==> src/hdl/dsic_defs.svh <==
// constants for the strobe-driven input capture cell
`ifndef DSIC_DEFS_SVH
`define DSIC_DEFS_SVH

// width of one pad data word carried in a captured pair
`define DSIC_DATA_W 8

// configured initial value of a register: reset or set
`define DSIC_INIT_RESET 1'b0
`define DSIC_INIT_SET 1'b1

// sync_clock_polarity encodings
`define DSIC_POL_TRUE 1'b0
`define DSIC_POL_INVERTED 1'b1

// static input mode encodings
`define DSIC_MODE_PLAIN 1'b0
`define DSIC_MODE_DDR_MEM 1'b1

// synchroniser idle levels
`define DSIC_LEVEL_LOW 1'b0

`endif

==> src/hdl/dsic_pkg.sv <==
// types shared by the strobe-driven input capture cell
`include "dsic_defs.svh"

package dsic_pkg;

    typedef logic [`DSIC_DATA_W-1:0] dsic_word_t;

    // one beat: word taken on the strobe rise and the word taken on its fall
    typedef struct packed {
        dsic_word_t rise;
        dsic_word_t fall;
    } dsic_pair_t;

    // capture sequencer, one-hot
    typedef enum logic [1:0] {
        DSIC_WAIT_RISE = 2'b01,
        DSIC_WAIT_FALL = 2'b10
    } dsic_state_t;

endpackage : dsic_pkg

==> src/hdl/dsic_capture.sv <==
// strobe-driven input capture cell with system-clock retiming
`timescale 1ns/1ns
`include "dsic_defs.svh"

module dsic_capture #(
    parameter int DATA_W = `DSIC_DATA_W,
    // configured initial values of the capture and retiming registers
    parameter logic INIT_RISE = `DSIC_INIT_RESET,
    parameter logic INIT_FALL = `DSIC_INIT_RESET,
    parameter logic INIT_OUT_RISE = `DSIC_INIT_RESET,
    parameter logic INIT_OUT_FALL = `DSIC_INIT_RESET
) (
    // clock and reset
    input wire logic clk,
    input wire logic rst,
    // static configuration
    input wire logic ddr_mem_mode,
    // from the strobe read/write logic
    input wire logic shifted_read_strobe,
    input wire logic sync_clock_polarity,
    // pad data from the external memory
    input wire logic [DATA_W-1:0] pad_data,
    // to the core
    output logic [DATA_W-1:0] core_rise,
    output logic [DATA_W-1:0] core_fall,
    output logic core_valid,
    output logic mode_is_ddr_mem
);

    ////////////////////////////////////////////////////////////////////////////////
    // elaboration checks

    // the packed pair fixes the word width; another width needs a new package
    if (DATA_W != `DSIC_DATA_W) begin : g_width_check
        $error("DATA_W must equal the packed pair word width");
    end

    ////////////////////////////////////////////////////////////////////////////////
    // helpers

    // a configured set fills the word with ones, a reset with zeros
    function automatic dsic_pkg::dsic_word_t dsic_init_word(input logic set_value);
        dsic_init_word = {DATA_W{set_value}};
    endfunction : dsic_init_word

    function automatic dsic_pkg::dsic_pair_t dsic_init_pair(input logic set_rise, input logic set_fall);
        dsic_init_pair.rise = dsic_init_word(set_rise);
        dsic_init_pair.fall = dsic_init_word(set_fall);
    endfunction : dsic_init_pair

    ////////////////////////////////////////////////////////////////////////////////
    // static mode, caught while reset is held

    logic mode_s1;
    logic mode_ddr;

    // strap passes a first flop before the latch, as any pin does
    always_ff @(posedge clk) begin
        mode_s1 <= ddr_mem_mode;
    end

    // sampled only under reset so a toggling pin cannot switch modes mid-stream
    always_ff @(posedge clk) begin
        if (rst) begin
            mode_ddr <= mode_s1;
        end
    end

    ////////////////////////////////////////////////////////////////////////////////
    // synchronisers for strobe, polarity and pad data
    // limitation: strobe levels shorter than one system cycle can be lost

    logic strobe_s1;
    logic strobe_s2;
    logic strobe_s3;
    logic pol_s1;
    logic pol_s2;
    dsic_pkg::dsic_word_t data_s1;
    dsic_pkg::dsic_word_t data_s2;

    always_ff @(posedge clk) begin
        if (rst) begin
            strobe_s1 <= `DSIC_LEVEL_LOW;
            strobe_s2 <= `DSIC_LEVEL_LOW;
            strobe_s3 <= `DSIC_LEVEL_LOW;
            pol_s1 <= `DSIC_POL_TRUE;
            pol_s2 <= `DSIC_POL_TRUE;
            data_s1 <= '0;
            data_s2 <= '0;
        end else begin
            strobe_s1 <= shifted_read_strobe;
            strobe_s2 <= strobe_s1;
            strobe_s3 <= strobe_s2;
            pol_s1 <= sync_clock_polarity;
            pol_s2 <= pol_s1;
            data_s1 <= pad_data;
            data_s2 <= data_s1;
        end
    end

    // data and strobe pass equal stages, so the edge sees the word it framed
    wire strobe_rise = strobe_s2 & ~strobe_s3;
    wire strobe_fall = ~strobe_s2 & strobe_s3;

    ////////////////////////////////////////////////////////////////////////////////
    // capture sequencer: a fall pairs only with a rise seen before it

    dsic_pkg::dsic_state_t state;
    dsic_pkg::dsic_state_t next_state;

    always_comb begin
        next_state = state;
        // reset keeps the state on its two codes, so no default arm
        unique case (state)
            dsic_pkg::DSIC_WAIT_RISE: begin
                if (strobe_rise) begin
                    next_state = dsic_pkg::DSIC_WAIT_FALL;
                end
            end
            dsic_pkg::DSIC_WAIT_FALL: begin
                if (strobe_fall) begin
                    next_state = dsic_pkg::DSIC_WAIT_RISE;
                end
            end
        endcase
    end

    always_ff @(posedge clk) begin
        if (rst || mode_ddr != `DSIC_MODE_DDR_MEM) begin
            state <= dsic_pkg::DSIC_WAIT_RISE;
        end else begin
            state <= next_state;
        end
    end

    wire ddr_active = (mode_ddr == `DSIC_MODE_DDR_MEM);
    wire take_rise = ddr_active & strobe_rise;
    wire take_fall = ddr_active & strobe_fall & (state == dsic_pkg::DSIC_WAIT_FALL);

    ////////////////////////////////////////////////////////////////////////////////
    // strobe-domain capture registers

    // each half holds until its own edge comes again, so the pair stays whole
    dsic_pkg::dsic_pair_t captured;

    always_ff @(posedge clk) begin
        if (rst) begin
            captured <= dsic_init_pair(INIT_RISE, INIT_FALL);
        end else begin
            if (take_rise) begin
                captured.rise <= data_s2;
            end
            if (take_fall) begin
                captured.fall <= data_s2;
            end
        end
    end

    ////////////////////////////////////////////////////////////////////////////////
    // retiming onto the system clock

    // inverted phase is modelled as one extra system cycle of settling;
    // the strobe half period spans several cycles, so the pair is still stable
    // trade-off: one clock keeps timing simple but costs a cycle on that phase
    logic beat_d1;
    logic beat_d2;

    always_ff @(posedge clk) begin
        if (rst) begin
            beat_d1 <= `DSIC_LEVEL_LOW;
            beat_d2 <= `DSIC_LEVEL_LOW;
        end else begin
            beat_d1 <= take_fall;
            beat_d2 <= beat_d1;
        end
    end

    wire load_ddr = (pol_s2 == `DSIC_POL_INVERTED) ? beat_d2 : beat_d1;
    wire load_plain = ~ddr_active;

    ////////////////////////////////////////////////////////////////////////////////
    // core-facing registers

    // plain mode leaves the fall word at its configured value
    dsic_pkg::dsic_pair_t retimed;

    always_ff @(posedge clk) begin
        if (rst) begin
            retimed <= dsic_init_pair(INIT_OUT_RISE, INIT_OUT_FALL);
            core_valid <= `DSIC_LEVEL_LOW;
        end else begin
            core_valid <= load_ddr | load_plain;
            if (load_ddr) begin
                retimed <= captured;
            end else if (load_plain) begin
                // ordinary input register: one word per system clock
                retimed.rise <= data_s2;
            end
        end
    end

    always_ff @(posedge clk) begin
        if (rst) begin
            mode_is_ddr_mem <= `DSIC_MODE_PLAIN;
        end else begin
            mode_is_ddr_mem <= mode_ddr;
        end
    end

    // outputs are the retiming flops themselves, no logic after them
    assign core_rise = retimed.rise;
    assign core_fall = retimed.fall;

endmodule : dsic_capture

==> config.mk <==
export PLATFORM = sky130hd
export DESIGN_NAME = dsic_capture
export DESIGN_NICKNAME = d
export VERILOG_FILES = /design/src/hdl/dsic_pkg.sv /design/src/hdl/dsic_capture.sv
export VERILOG_INCLUDE_DIRS = /design/src /design/src/hdl
export SDC_FILE = /design/constraint.sdc
export NUM_CORES = 1
export LEC_CHECK = 0
export BUFFER_PORTS_ARGS = -buffer_cell sky130_fd_sc_hd__buf_2
export CAP_MARGIN = 20
export CORE_ASPECT_RATIO = 1.25
export CORE_UTILIZATION = 35
export DETAILED_ROUTE_END_ITERATION = 8
export HOLD_SLACK_MARGIN = 0.05
export PLACE_DENSITY = 0.56
export SLEW_MARGIN = 30
export SYNTH_ARGS = -nofsm -noshare
export SYNTH_HDL_FRONTEND = slang
export SYNTH_SLANG_ARGS = --single-unit
==> constraint.sdc <==
create_clock -name clk -period 1.3 [get_ports clk]
set_input_delay 0.195 -clock clk [delete_from_list [all_inputs] [get_ports clk]]
set_output_delay 0.195 -clock clk [all_outputs]
set_load 0.01 [all_outputs]
==> summary.txt <==
status - finished, final reports clean
Nets - 236
Bufs on Longest Clock Path - 2
slack of the worst reg-to-reg path - 0.1 ns
Final Core Density - 0.442
DR iter-0 viols - 73
CP required - 1.51 ns
Filler Cell Count - 578
CTS Root Cell - clkbuf_8
register area share after synthesis - 0.574
dpl cells - 292
Max-slew headroom - 0.828
die area - 6450 sq um
Post-Synthesis Cells - 189
die height - 89.5 microns
reg2reg start - pol_s2
vias in the first global route - 1228
max-cap check violation count - 0
number of synthesized flops with an enable pin - 1
port buffer count - 30
post-synthesis cell area - 2140 sq um
core area - 5860 sq um
Syn Nets - 202
fmax - 830 MHz
arrival time worst endpoint - 1.42 ns
cell with the most instances after synthesis - dfxtp_1
WL final - 3280 microns
Sink Count - 61
Crit Path Class - flip-flop to flip-flop
ys flop type - dfxtp_1
area leader, netlist - dfxtp_1
WL/cell - 10.6 microns
total vias in the final route - 1339
Worst Clk Skew - 0.00354 ns
max-slew violations - 0
Power Dens Cells - 1380 nW/um^2
unrepaired setup endpoints after global routing - no
CTS H-tree depth - 3
worst slew pin tran - 0.254 ns
Overall Global Routing Usage - 0.122
Antenna Diode Count - 0
Final period util - 0.927
FP Rows - 31
Post-Layout Cell Count - 309
cts bufs inserted - 9
CTS tree - yes
Yosys cell types - 26
Register Area - 1230 sq um
reg2reg path depth - 4
Area Overhead vs Synth - 20.7%
P_leak - 1.17 nW
GP Congestion - 0.682
Peak VDD IR - 0.544 mV
Worst-path clk slew - 0.06 ns
Initial Utilization - 0.366
initial antenna violation count - 0
Hold Path Cell Cnt - 2
Worst-Skew Late Latency - 0.33 ns
power consumption - 3.58 mW
GR Overflow Total - 0
hold_sp - pad_data[5]
IO Count - 31
Die W - 72.0 microns
hold crit path type - input port to flip-flop
crit path time final - 1.20 ns
Crit Path Max Fanout - 25
area of the multi-input gates - 827 sq um
final setup fails - 0
element type at the critical path end - flip-flop
crit path launch - pol_s2
vias per cell - 4.33
Routed Antenna Nets - 0
top cell type's share of synthesized area - 0.560
Hold Vio Cnt, Final - 0
hpwl dp - 2020 microns
setup bufs post-CTS - 0
largest net degree at the start of global routing - 60
first-pass GRT wire length - 5600 microns
Area contributors post-synth - dfxtp_1, mux2i_1, nor2b_1, a211oi_2, nor2_1
Yosys reg bits - 61
DRC viols - 0
setup TNS - 0 ns
Startpoint Class - flip-flop
syn_area_per_cell - 11.3 sq um
FFs w/ async S/R, synth - 0
Yosys warning total - 0
top post-synthesis cells by count - dfxtp_1, mux2i_1, nor2b_1, nor2_1, nand2b_1
layout cell share with drive strength beyond 1 - 0.264
DR pass1 iterations - 4
per-stage QoR:
step	hold slack (ns)	cell area [sq um]	worst slack (ns)
2_1_floorplan	0.223	2140	0.0415
3_5_place_dp	0.302	2380	0.0494
5_1_grt	0.0527	2590	0.0135
4_1_cts	0.0511	2580	0.0417
3_3_place_gp	0.301	2380	0.104
6_report	0.0746	2590	0.0953
worst paths after layout:
check	to
setup / recovery	core_fall[3]
hold reg to reg	data_s2[2]
hold / removal	data_s1[5]
setup reg to reg	core_fall[3]
power breakdown:
| group | internal, mW | switching (mW) | leakage, nW |
|---|---|---|---|
| logic | 0.0790 | 0.0701 | 0.580 |
| clock network | 0.836 | 0.649 | 0.0926 |
| registers | 1.92 | 0.0231 | 0.499 |
| total | 2.84 | 0.742 | 1.17 |
area by class of cell:
cell class,instances,share of cell area
multi-input combinational,113,0.320
timing repair buffer,37,0.0948
clock buffer,14,0.0667
clock inverter,1,0.00193
tap,82,0.0397
inverter,1,0.00145
sequential,61,0.476
repair_timing:
item,4_1_cts,5_1_grt
hold endpoints to repair,2,0
endpoints found under the setup margin,0,9
gates resized for setup,0,2
hold buffers,2,0
sequential cells by signal, indices dropped and copies added, names as in the netlist, 2 cells and up:
| name | count |
|---|---|
| captured | 16 |
| core_fall | 8 |
| core_rise | 8 |
| data_s1 | 8 |
| data_s2 | 8 |
| state | 2 |
kinds of logic (layout without fill, tap and decap cells):
kind of cell | count (synthesis) | in the layout | share of synthesized area
compound gates | 17 | 17 | 0.0677
buf+inv | 15 | 53 | 0.0438
flops | 61 | 61 | 0.574
mux | 25 | 25 | 0.123
simple gates | 71 | 71 | 0.192
critical path, stage by stage (launching register included):
cell,delay [ns]
dfxtp_1,0.37
mux2i_4,0.26
buf_12,0.21
mux2i_1,0.20
nor2_1,0.05
cell usage in the layout (no fill, tap or decap):
cell,n
o21ai_0,7
nor4bb_2,1
nor2b_1,24
nor3b_1,1
a211oi_2,8
nand4b_1,8
buf_12,3
dfxtp_1,60
edfxtp_1,1
nand2b_1,9
clkbuf_1,2
clkbuf_8,12
buf_4,2
nor2_1,23
mux2i_1,24
buf_2,30
nand3b_1,1
o21ai_1,1
nor3_1,1
nor2_2,1
inv_1,1
and2_2,1
dlygate4sd3_1,2
or3_1,1
mux2i_4,1
clkinv_2,1
a21oi_1,1
layer usage:
layer	part of all wire	track usage	up-vias
met5	0	0	-
met4	0.026	0.0963	0
met3	0.043	0.0507	5
met2	0.44	0.178	26
met1	0.49	0.141	607
li1	-	-	701
Note: power is estimated with default switching activity, not from simulation.
